$ cat src/logic/ncirq_pkg.sv
`default_nettype none
package ncirq_pkg;
  localparam int unsigned SRC_W = 15;
  localparam logic [7:0] OFF_SOURCE = 8'h00;
  localparam logic [7:0] OFF_MASK   = 8'h04;
  localparam logic [7:0] OFF_CLEAR  = 8'h08;
  localparam logic [7:0] OFF_THRESH = 8'h64;
  localparam logic [31:0] MASK_RESET = 32'h0FFFFFFF;
  localparam logic [14:0] SOURCE_RESET = 15'h0000;
  localparam logic [31:0] THRESH_RESET = 32'h00000000;
  localparam int unsigned LEVEL_W = 12;
  localparam int unsigned BIT_TX_EMPTY    = 0;
  localparam int unsigned BIT_TX_THRESH   = 1;
  localparam int unsigned BIT_TX_NONFULL  = 2;
  localparam int unsigned BIT_RX_NONEMPTY = 3;
  localparam int unsigned BIT_RX_THRESH   = 4;
  localparam int unsigned BIT_RX_FULL     = 5;
  localparam int unsigned BIT_BUS_PUSH    = 6;
  localparam int unsigned BIT_BUS_POP     = 7;
  localparam int unsigned BIT_EXT_PUSH    = 8;
  localparam int unsigned BIT_EXT_POP     = 9;
endpackage
`default_nettype wire

$ cat src/logic/ncirq_evt_if.sv
`timescale 1ns/1ps
`default_nettype none
interface ncirq_evt_if;
  logic [14:0] event_pulse;
  logic [14:0] clear_bits;
  logic [14:0] source;
  modport producer (output event_pulse);
  modport consumer (input event_pulse);
  modport holder   (input event_pulse, input clear_bits, output source);
  modport owner    (output clear_bits, input source);
endinterface
`default_nettype wire

$ cat src/logic/ncirq_top.sv
// Notes on behaviour
// - Flash-side receive push underrun or misalignment sets source bit 8.
// - Bus-side receive pop underrun or misalignment sets source bit 7.
// - Bus-side transmit push overrun or misalignment sets source bit 6.
// - Receive FIFO becoming full sets source bit 5.
// - Receive level rising above its threshold sets source bit 4.
// - Receive FIFO becoming not empty sets source bit 3.
// - Transmit FIFO becoming not full sets source bit 2.
// - Transmit free space rising above its threshold sets source bit 1.
// - Transmit FIFO becoming empty sets source bit 0.
// - Mask bit per source; one blocks, zero passes.
// - All mask bits are one after reset.
// - Writing one to a clear bit clears that source unless its event fires in the same cycle; zero leaves it.
// - The raw source register is readable at any time.
// - Interrupt is high while any unmasked source bit is set.
// - Flash-side transmit pop overrun or misalignment sets source bit 9.
// - Block read, block write and ECC completions set bits 10 to 14.
`timescale 1ns/1ps
`default_nettype none
module ncirq_top (
  input  wire logic        mclk_in,            // System clock, 250 MHz.
  input  wire logic        srst_in,            // Sync reset, active high.
  input  wire logic [7:0]  addr_in,            // Register byte address.
  input  wire logic [31:0] wdata_in,           // Write data.
  input  wire logic        wr_in,              // Write strobe.
  input  wire logic        rd_in,              // Read strobe.
  output logic      [31:0] rdata_out,          // Read data, cycle after strobe.
  output logic             irq_out,            // Level interrupt.
  input  wire logic        rx_full_in,         // Receive FIFO full level.
  input  wire logic        rx_empty_in,        // Receive FIFO empty level.
  input  wire logic        tx_full_in,         // Transmit FIFO full level.
  input  wire logic        tx_empty_in,        // Transmit FIFO empty level.
  input  wire logic [11:0] rx_level_in,        // Receive bytes held.
  input  wire logic [11:0] tx_space_in,        // Transmit free bytes.
  input  wire logic        bus_push_ovr_in,    // Bus write into full transmit FIFO.
  input  wire logic        bus_pop_und_in,     // Bus read from empty receive FIFO.
  input  wire logic        bus_acc_in,         // Bus FIFO access strobe.
  input  wire logic        bus_acc_dir_in,     // One for transmit push, zero for pop.
  input  wire logic        bus_acc_word_in,    // Access is a 32-bit word.
  input  wire logic [1:0]  bus_byte_ptr_in,    // FIFO byte pointer before access.
  input  wire logic        ext_push_err_in,    // Flash-side receive push error.
  input  wire logic        ext_pop_err_in,     // Flash-side transmit pop error.
  input  wire logic        blk_read_done_in,   // Block read completed.
  input  wire logic        blk_write_done_in,  // Block write completed.
  input  wire logic        par_ready_in,       // Write parity ready.
  input  wire logic        ecc_check_done_in,  // Read ECC check done.
  input  wire logic        corr_data_done_in   // Corrected data written.
);
  localparam int unsigned W = ncirq_pkg::SRC_W;

  ncirq_evt_if evt ();

  logic [31:0]  mask;
  logic [31:0]  thresh;
  logic [5:0]   fifo_pulse;
  logic         misaligned;
  logic [W-1:0] next_clear;
  logic [W-1:0] event_all;

  ncirq_edge u_edge (
    .mclk_in      (mclk_in),
    .srst_in      (srst_in),
    .rx_full_in   (rx_full_in),
    .rx_empty_in  (rx_empty_in),
    .tx_full_in   (tx_full_in),
    .tx_empty_in  (tx_empty_in),
    .rx_level_in  (rx_level_in),
    .tx_space_in  (tx_space_in),
    .rx_thresh_in (thresh[27:16]),
    .tx_thresh_in (thresh[11:0]),
    .pulse_out    (fifo_pulse)
  );

  // A word access with the pointer off byte zero splits a word across two slots.
  assign misaligned = bus_acc_in && bus_acc_word_in && (bus_byte_ptr_in != 2'h0);

  always_comb begin
    event_all = {W{1'b0}};
    event_all[5:0] = fifo_pulse;
    event_all[ncirq_pkg::BIT_BUS_PUSH] = bus_push_ovr_in
                                         || (misaligned && bus_acc_dir_in);
    event_all[ncirq_pkg::BIT_BUS_POP]  = bus_pop_und_in
                                         || (misaligned && !bus_acc_dir_in);
    event_all[ncirq_pkg::BIT_EXT_PUSH] = ext_push_err_in;
    event_all[ncirq_pkg::BIT_EXT_POP]  = ext_pop_err_in;
    event_all[10] = blk_read_done_in;
    event_all[11] = blk_write_done_in;
    event_all[12] = par_ready_in;
    event_all[13] = ecc_check_done_in;
    event_all[14] = corr_data_done_in;
  end

  assign evt.event_pulse = event_all;
  assign next_clear = (wr_in && addr_in == ncirq_pkg::OFF_CLEAR) ? wdata_in[W-1:0]
                                                                  : {W{1'b0}};
  assign evt.clear_bits = next_clear;

  // One sticky flop per source; the set term is applied after the clear.
  genvar g;
  logic [W-1:0] src_q;
  generate
    for (g = 0; g < W; g++) begin : g_src
      always_ff @(posedge mclk_in) begin
        if (srst_in) begin
          src_q[g] <= ncirq_pkg::SOURCE_RESET[g];
        end else if (evt.event_pulse[g]) begin
          src_q[g] <= 1'b1;
        end else if (evt.clear_bits[g]) begin
          src_q[g] <= 1'b0;
        end
      end
    end
  endgenerate
  assign evt.source = src_q;

  always_ff @(posedge mclk_in) begin
    if (srst_in) begin
      mask <= ncirq_pkg::MASK_RESET;
    end else if (wr_in && addr_in == ncirq_pkg::OFF_MASK) begin
      mask <= {17'h00000, wdata_in[W-1:0]};
    end
  end

  // Thresholds: receive in bits 27..16, transmit in bits 11..0.
  always_ff @(posedge mclk_in) begin
    if (srst_in) begin
      thresh <= ncirq_pkg::THRESH_RESET;
    end else if (wr_in && addr_in == ncirq_pkg::OFF_THRESH) begin
      thresh <= {4'h0, wdata_in[27:16], 4'h0, wdata_in[11:0]};
    end
  end

  // The interrupt reflects the state before this edge's update, two cycles behind events.
  always_ff @(posedge mclk_in) begin
    if (srst_in) begin
      irq_out <= 1'b0;
    end else begin
      irq_out <= |(evt.source & ~mask[W-1:0]);
    end
  end

  always_ff @(posedge mclk_in) begin
    if (srst_in) begin
      rdata_out <= 32'h00000000;
    end else if (rd_in) begin
      unique case (addr_in)
        ncirq_pkg::OFF_SOURCE: rdata_out <= {17'h00000, evt.source};
        ncirq_pkg::OFF_MASK:   rdata_out <= {17'h00000, mask[W-1:0]};
        ncirq_pkg::OFF_THRESH: rdata_out <= thresh;
        default:               rdata_out <= 32'h00000000;
      endcase
    end else begin
      rdata_out <= 32'h00000000;
    end
  end

  property p_event_sets;
    @(posedge mclk_in) disable iff (srst_in)
      !srst_in && evt.event_pulse[10] |=> evt.source[10];
  endproperty
  a_event_sets: assert property (p_event_sets) else $error("event did not set source");

  property p_set_wins;
    @(posedge mclk_in) disable iff (srst_in)
      !srst_in && (evt.event_pulse & evt.clear_bits) != {W{1'b0}}
        |=> (evt.source & $past(evt.event_pulse)) == $past(evt.event_pulse);
  endproperty
  a_set_wins: assert property (p_set_wins) else $error("clear beat event");

  property p_clear;
    @(posedge mclk_in) disable iff (srst_in)
      !srst_in && (evt.clear_bits[8] && !evt.event_pulse[8]) |=> !evt.source[8];
  endproperty
  a_clear: assert property (p_clear) else $error("clear failed");

  property p_hold;
    @(posedge mclk_in) disable iff (srst_in)
      !srst_in && (evt.source[9] && !evt.clear_bits[9]) |=> evt.source[9];
  endproperty
  a_hold: assert property (p_hold) else $error("source bit lost");

  property p_irq;
    @(posedge mclk_in) disable iff (srst_in)
      !$past(srst_in) |-> irq_out == $past(|(evt.source & ~mask[W-1:0]));
  endproperty
  a_irq: assert property (p_irq) else $error("irq mismatch");

  property p_mask_reset;
    @(posedge mclk_in) $fell(srst_in) |-> mask[W-1:0] == 15'h7FFF && !irq_out;
  endproperty
  a_mask_reset: assert property (p_mask_reset) else $error("mask not set after reset");

  property p_reserved;
    @(posedge mclk_in) disable iff (srst_in)
      rdata_out[31:15] == 17'h00000 || $past(addr_in) == ncirq_pkg::OFF_THRESH;
  endproperty
  a_reserved: assert property (p_reserved) else $error("reserved bits nonzero");

  property p_misalign;
    @(posedge mclk_in) disable iff (srst_in)
      !srst_in && (misaligned && bus_acc_dir_in) |=> evt.source[ncirq_pkg::BIT_BUS_PUSH];
  endproperty
  a_misalign: assert property (p_misalign) else $error("misaligned push missed");

  property p_read_src;
    @(posedge mclk_in) disable iff (srst_in)
      !srst_in && (rd_in && addr_in == ncirq_pkg::OFF_SOURCE)
        |=> rdata_out[W-1:0] == $past(evt.source);
  endproperty
  a_read_src: assert property (p_read_src) else $error("source read wrong");

  // Antecedents other than p_reset_state and p_irq demand reset low in the sampled cycle (p_irq demands it low in the cycle before),
  // so a mid-run reset never feeds the state from before the reset into a check that looks one cycle later.
  property p_ext_push;
    @(posedge mclk_in) disable iff (srst_in)
      !srst_in && ext_push_err_in |=> evt.source[ncirq_pkg::BIT_EXT_PUSH];
  endproperty
  a_ext_push: assert property (p_ext_push) else $error("flash push error lost");

  property p_ext_pop;
    @(posedge mclk_in) disable iff (srst_in)
      !srst_in && ext_pop_err_in |=> evt.source[ncirq_pkg::BIT_EXT_POP];
  endproperty
  a_ext_pop: assert property (p_ext_pop) else $error("flash pop error lost");

  property p_bus_push;
    @(posedge mclk_in) disable iff (srst_in)
      !srst_in && bus_push_ovr_in |=> evt.source[ncirq_pkg::BIT_BUS_PUSH];
  endproperty
  a_bus_push: assert property (p_bus_push) else $error("bus push error lost");

  property p_bus_pop;
    @(posedge mclk_in) disable iff (srst_in)
      !srst_in && bus_pop_und_in |=> evt.source[ncirq_pkg::BIT_BUS_POP];
  endproperty
  a_bus_pop: assert property (p_bus_pop) else $error("bus pop error lost");

  property p_misalign_pop;
    @(posedge mclk_in) disable iff (srst_in)
      !srst_in && (misaligned && !bus_acc_dir_in) |=> evt.source[ncirq_pkg::BIT_BUS_POP];
  endproperty
  a_misalign_pop: assert property (p_misalign_pop) else $error("misaligned pop lost");

  property p_byte_access;
    @(posedge mclk_in) disable iff (srst_in)
      !srst_in && bus_acc_in && !bus_acc_word_in && !bus_push_ovr_in && !bus_pop_und_in
        |-> evt.event_pulse[7:6] == 2'h0;
  endproperty
  a_byte_access: assert property (p_byte_access) else $error("byte access flagged");

  property p_rx_full;
    @(posedge mclk_in) disable iff (srst_in)
      !srst_in && !$past(srst_in) && $rose(rx_full_in) |=> evt.source[ncirq_pkg::BIT_RX_FULL];
  endproperty
  a_rx_full: assert property (p_rx_full) else $error("receive full lost");

  property p_rx_thresh;
    @(posedge mclk_in) disable iff (srst_in)
      !srst_in && !$past(srst_in) && (rx_level_in > thresh[27:16])
        && !$past(rx_level_in > thresh[27:16]) |=> evt.source[ncirq_pkg::BIT_RX_THRESH];
  endproperty
  a_rx_thresh: assert property (p_rx_thresh) else $error("receive level lost");

  property p_rx_nonempty;
    @(posedge mclk_in) disable iff (srst_in)
      !srst_in && !$past(srst_in) && $fell(rx_empty_in)
        |=> evt.source[ncirq_pkg::BIT_RX_NONEMPTY];
  endproperty
  a_rx_nonempty: assert property (p_rx_nonempty) else $error("receive fill lost");

  property p_tx_nonfull;
    @(posedge mclk_in) disable iff (srst_in)
      !srst_in && !$past(srst_in) && $fell(tx_full_in)
        |=> evt.source[ncirq_pkg::BIT_TX_NONFULL];
  endproperty
  a_tx_nonfull: assert property (p_tx_nonfull) else $error("transmit space lost");

  property p_tx_thresh;
    @(posedge mclk_in) disable iff (srst_in)
      !srst_in && !$past(srst_in) && (tx_space_in > thresh[11:0])
        && !$past(tx_space_in > thresh[11:0]) |=> evt.source[ncirq_pkg::BIT_TX_THRESH];
  endproperty
  a_tx_thresh: assert property (p_tx_thresh) else $error("transmit level lost");

  property p_tx_empty;
    @(posedge mclk_in) disable iff (srst_in)
      !srst_in && !$past(srst_in) && $rose(tx_empty_in) |=> evt.source[ncirq_pkg::BIT_TX_EMPTY];
  endproperty
  a_tx_empty: assert property (p_tx_empty) else $error("transmit empty lost");

  property p_steady_levels;
    @(posedge mclk_in) disable iff (srst_in)
      !srst_in && $stable({rx_full_in, rx_empty_in, tx_full_in, tx_empty_in})
        && $stable({rx_level_in, tx_space_in, thresh}) |-> fifo_pulse == 6'h00;
  endproperty
  a_steady_levels: assert property (p_steady_levels) else $error("level refired");

  property p_blk_write;
    @(posedge mclk_in) disable iff (srst_in)
      !srst_in && blk_write_done_in |=> evt.source[11];
  endproperty
  a_blk_write: assert property (p_blk_write) else $error("block write lost");

  property p_ecc_events;
    @(posedge mclk_in) disable iff (srst_in)
      !srst_in |=> (~evt.source[14:12]
        & $past({corr_data_done_in, ecc_check_done_in, par_ready_in})) == 3'h0;
  endproperty
  a_ecc_events: assert property (p_ecc_events) else $error("ecc event lost");

  property p_mask_write;
    @(posedge mclk_in) disable iff (srst_in)
      !srst_in && wr_in && addr_in == ncirq_pkg::OFF_MASK
        |=> mask[W-1:0] == $past(wdata_in[W-1:0]) && mask[31:15] == 17'h00000;
  endproperty
  a_mask_write: assert property (p_mask_write) else $error("mask write wrong");

  property p_clear_ones;
    @(posedge mclk_in) disable iff (srst_in)
      !srst_in && wr_in && addr_in == ncirq_pkg::OFF_CLEAR
        |=> (evt.source & $past(wdata_in[W-1:0] & ~evt.event_pulse)) == {W{1'b0}};
  endproperty
  a_clear_ones: assert property (p_clear_ones) else $error("clear ignored");

  property p_clear_zeros;
    @(posedge mclk_in) disable iff (srst_in)
      !srst_in && wr_in && addr_in == ncirq_pkg::OFF_CLEAR
        |=> ($past(evt.source & ~wdata_in[W-1:0]) & ~evt.source) == {W{1'b0}};
  endproperty
  a_clear_zeros: assert property (p_clear_zeros) else $error("zero write cleared");

  property p_no_spurious;
    @(posedge mclk_in) disable iff (srst_in)
      !srst_in |=> (evt.source & ~$past(evt.source) & ~$past(evt.event_pulse)) == {W{1'b0}};
  endproperty
  a_no_spurious: assert property (p_no_spurious) else $error("source set alone");

  property p_read_mask;
    @(posedge mclk_in) disable iff (srst_in)
      !srst_in && rd_in && addr_in == ncirq_pkg::OFF_MASK
        |=> rdata_out == {17'h00000, $past(mask[W-1:0])};
  endproperty
  a_read_mask: assert property (p_read_mask) else $error("mask read wrong");

  property p_rdata_idle;
    @(posedge mclk_in) disable iff (srst_in)
      !srst_in && !rd_in |=> rdata_out == 32'h00000000;
  endproperty
  a_rdata_idle: assert property (p_rdata_idle) else $error("read data not idle");

  property p_reset_state;
    @(posedge mclk_in) srst_in |=> evt.source == {W{1'b0}} && !irq_out;
  endproperty
  a_reset_state: assert property (p_reset_state) else $error("reset state wrong");
endmodule
`default_nettype wire

$ cat src/logic/ncirq_edge.sv
`timescale 1ns/1ps
`default_nettype none
// Derives level-change events from the FIFO status levels.
module ncirq_edge (
  input  wire logic                               mclk_in,   // System clock.
  input  wire logic                               srst_in,   // Sync reset.
  input  wire logic                               rx_full_in,  // Receive FIFO full.
  input  wire logic                               rx_empty_in, // Receive FIFO empty.
  input  wire logic                               tx_full_in,  // Transmit FIFO full.
  input  wire logic                               tx_empty_in, // Transmit FIFO empty.
  input  wire logic [ncirq_pkg::LEVEL_W-1:0]      rx_level_in, // Receive bytes held.
  input  wire logic [ncirq_pkg::LEVEL_W-1:0]      tx_space_in, // Transmit free bytes.
  input  wire logic [ncirq_pkg::LEVEL_W-1:0]      rx_thresh_in, // Receive threshold.
  input  wire logic [ncirq_pkg::LEVEL_W-1:0]      tx_thresh_in, // Transmit threshold.
  output logic [5:0]                              pulse_out    // Events, bits 5..0.
);
  logic [5:0] cond;
  logic [5:0] cond_q;
  always_comb begin
    cond[ncirq_pkg::BIT_TX_EMPTY]    = tx_empty_in;
    cond[ncirq_pkg::BIT_TX_THRESH]   = tx_space_in > tx_thresh_in;
    cond[ncirq_pkg::BIT_TX_NONFULL]  = !tx_full_in;
    cond[ncirq_pkg::BIT_RX_NONEMPTY] = !rx_empty_in;
    cond[ncirq_pkg::BIT_RX_THRESH]   = rx_level_in > rx_thresh_in;
    cond[ncirq_pkg::BIT_RX_FULL]     = rx_full_in;
  end
  // The previous value starts with every condition set, so reset causes no event.
  always_ff @(posedge mclk_in) begin
    if (srst_in) begin
      cond_q <= 6'h3F;
    end else begin
      cond_q <= cond;
    end
  end
  // Only rising conditions are events; a steady level never re-fires after a clear.
  assign pulse_out = cond & ~cond_q;
endmodule
`default_nettype wire

$ cat config.mk
export PLATFORM = sky130hd
export DESIGN_NAME = ncirq_top
export DESIGN_NICKNAME = d
export VERILOG_FILES = /design/src/logic/ncirq_pkg.sv /design/src/logic/ncirq_evt_if.sv /design/src/logic/ncirq_top.sv /design/src/logic/ncirq_edge.sv
export SDC_FILE = /design/constraint.sdc
export NUM_CORES = 1
export LEC_CHECK = 0
export ABC_AREA = 0
export ABC_CLOCK_PERIOD_IN_PS = 2100
export CAP_MARGIN = 20
export CORE_AREA = 3 3 95 115
export CTS_CLUSTER_SIZE = 8
export DETAILED_ROUTE_END_ITERATION = 8
export DIE_AREA = 0 0 98 118
export DONT_BUFFER_PORTS = 1
export GPL_ROUTABILITY_DRIVEN = 0
export GPL_TIMING_DRIVEN = 0
export PLACE_DENSITY = 0.57
export SYNTH_ARGS = -nofsm -noshare
export SYNTH_HDL_FRONTEND = slang
export SYNTH_SLANG_ARGS = --single-unit
$ cat constraint.sdc
create_clock -name mclk_in -period 2.1 [get_ports mclk_in]
set_input_delay 0 -clock mclk_in [delete_from_list [all_inputs] [get_ports mclk_in]]
set_output_delay 0 -clock mclk_in [all_outputs]
set_load 0.01 [all_outputs]
==> flow_summary.ini <==
[timing]
finalClockSkew_ns = 0.005276
maxSlewHeadroom_pct = 64.88
rsz0062_at_grt = false
max_freq_ghz = 0.5506
worstMarginPinSlew_ns = 0.5267
drv_slew = 0
period_needed_ns = 1.816
hold_viol = 0
setup_tns_ns = 0
post-route-period-util_pct = 86.49
setup-violations-final = 0

[logic_synthesis]
synth.top_cell.area_share_pct = 45.11
ys_seq_area_share_pct = 45.11
synth_area_leaders = dfxtp_1, nand2_1, ha_1
ys_ff_latch = 88
ys.flop_type = dfxtp_1
synth_cells = 463
yosysTopAreaCell = dfxtp_1
syn_area_sq_um = 3905
yosys_warnings = 0
synth.avg_cell_area_sq_um = 8.434
synthArstFlopShare_pct = 0
yosysUniqueCellTypes = 41
synth_enable_flop_cells = 0

[power]
power_density_nw_per_um2 = 703.0
irDropWorstVdd_mv = 0.5019
p_total_mw = 3.409
p_leak_nw = 1.989

[global_route]
grt_max_degree = 14
grt_use_total_pct = 18.42
overflow = 0
antenna_found_initial = 0
grt_first_pass_wirelength_microns = 16870
grt_pass1_vias = 3371

[critical_path]
cp-start-kind = register
worstSetupStartpoint = thresh[1]
r2r_setup_slack_ns = 0.28
crit_end = u_edge.cond_q[1]
path_class = register to register
reg2reg_depth = 7
cp-end-kind = register
r2r_end = u_edge.cond_q[1]
worst-endpoint-arrival_ns = 2.01
worstPathRequired_ns = 2.30
rr_startpoint = thresh[1]
critPathMaxFanout = 3

[outcome]
status = complete, no violations

[floorplan]
pin_count = 119
initial_core_util_pct = 39.21
fp-row-count = 40
core-area_sq_um = 9960
die_x_microns = 98
die_y_microns = 118
dieArea_sq_um = 11560

[clocking]
cts_setup_buffers = 0
cts_tree = done
clk_path_buf_depth = 2
cts.htree.levels = 3
clkTransAtPathRegs_ns = 0.06
cts-root-buf = clkbuf_16
insertion_delay_ns = 0.34
cts_sinks = 88
cts_made_buffers = 9

[route]
viasPerCell = 5.146
vias = 3391
wl_per_cell_microns = 15.90
wl_microns = 10480
ant_nets = 0
drtIter0Drc = 133
drcViolationCount = 0
firstDrtPassIters = 4

[finish]
areaGrowthSynthToFinish_pct = 24.19
drive_gt1_share_pct = 7.129
nets = 639
antenna_cells = 0

[placement]
port-buffer-count = 0
dp_hpwl_microns = 7850

[worst_hold_path]
hp-class = input pin to register

[job]
drv_cap = 0
==> kinds of logic (layout without fill, tap and decap cells) <==
kind of cell             count (synthesis)  after routing  synth area share, %
AND/OR/NAND/NOR                        172            172                20.47
AO/OA/AOI/OAI                           88             88                13.43
flip-flops                              88             88                45.11
buffers and inverters                   69            135                7.722
adder cells (fa/ha/maj)                 24             24                7.690
multiplexers                            21             21                5.479
other                                    1              5              0.09603
==> sequential cells by signal, indices dropped and copies added (netlist names) <==
| register | count |
|---|---|
| u_edge.cond_q | 6 |
| mask | 15 |
| evt.source | 15 |
| rdata_out | 27 |
| irq_out | 1 |
| thresh | 24 |
==> where the power goes <==
group,switching [mW],internal (mW)
clock,0.635,0.789
combinational,0.134,0.139
sequential,0.0159,1.70
==> synthesized netlist by cell type (3+ instances only) <==
master    count
nand2_1      94
dfxtp_1      88
a21oi_1      45
inv_1        41
nor2_1       33
ha_1         24
mux2i_1      18
clkbuf_1     16
a22oi_1      12
and3_1       12
o21ai_0      11
nor2b_1       7
buf_4         6
nand4_1       6
nand3_1       5
o22ai_1       5
buf_2         4
or2_2         4
a221oi_1      3
mux2_2        3
==> cell type report <==
type / count / area [sq um]
fillers: 972 / 5110
multi-input cells: 310 / 1863
flip-flops and latches: 88 / 1762
repair buffers: 51 / 510.5
clock buffers: 11 / 232.7
well taps: 126 / 157.7
inverters: 41 / 153.9
plain buffers: 28 / 147.6
clock inverters: 4 / 22.52
==> placed cells by master (no fill, tap or decap), types with 2 or more instances in the layout <==
| cell type | n |
|---|---|
| clkinv_2 | 3 |
| nand3_1 | 5 |
| mux2_2 | 3 |
| nand2_1 | 94 |
| clkbuf_16 | 9 |
| dfxtp_1 | 88 |
| clkbuf_1 | 18 |
| nor4_4 | 2 |
| inv_1 | 41 |
| a22oi_1 | 12 |
| nor3_1 | 2 |
| conb_1 | 5 |
| a221oi_1 | 3 |
| buf_6 | 2 |
| o22ai_1 | 5 |
| a31oi_1 | 2 |
| or2_2 | 4 |
| buf_4 | 6 |
| o211ai_1 | 2 |
| ha_1 | 24 |
| buf_2 | 4 |
| nor2b_1 | 7 |
| nor2_1 | 33 |
| o21ai_0 | 11 |
| a21oi_1 | 45 |
| mux2i_1 | 18 |
| nand4_1 | 6 |
| and3_1 | 12 |
| dlygate4sd3_1 | 51 |
==> critical path, stage by stage, from the launching register on <==
cell and delay, ns:
dfxtp_1 0.36, inv_1 0.06, ha_1 0.28, nor2b_1 0.14, o211ai_1 0.18, a21oi_1 0.11, a2111oi_2 0.44, o21ai_0 0.12
==> metal layers <==
layer / routed length [microns] / track usage, % / up-vias / part of all wire (%)
li1: - / - / 1685 / -
met1: 4337 / 22.33 / 1567 / 41
met2: 5270 / 31.39 / 120 / 50
met3: 650 / 4.624 / 19 / 6.2
met4: 223 / 6.580 / 0 / 2.1
met5: 0 / 0 / - / 0
==> through the flow <==
stage / std cells / setup slack (ns) / util [%] / area (sq um) / hold slack (ns)
after floorplan: 467 / 0.4500 / - / 3920 / 0.06194
after global placement: 593 / 0.1232 / 40.94 / 4078 / 0.06411
after detailed placement: 593 / 0.06606 / 40.94 / 4078 / 0.06669
after CTS: 659 / 0.06140 / 48.63 / 4843 / 0.01172
after global routing: 659 / 0.1865 / 48.69 / 4850 / 0.03488
final: 659 / 0.2837 / 48.69 / 4850 / 0.01537
==> how the worst min path moves through the flow <==
stage	slack (ns)	cells past startpoint	end	from
3_3_place_gp	0.06	1	u_edge.cond_q[2]	tx_full_in
2_1_floorplan	0.06	1	u_edge.cond_q[2]	tx_full_in
3_5_place_dp	0.07	1	u_edge.cond_q[2]	tx_full_in
6_report	0.02	3	u_edge.cond_q[1]	tx_space_in[11]
4_1_cts	0.01	3	mask[0]	wr_in
5_1_grt	0.03	2	rdata_out[20]	rd_in
==> timing repair <==
item	in CTS	in global routing
hold buffers	51	0
endpoints found under the setup margin	0	2
resized for setup	0	2
endpoints found under the hold margin	65	0
Power figures use the tool's default switching activity.
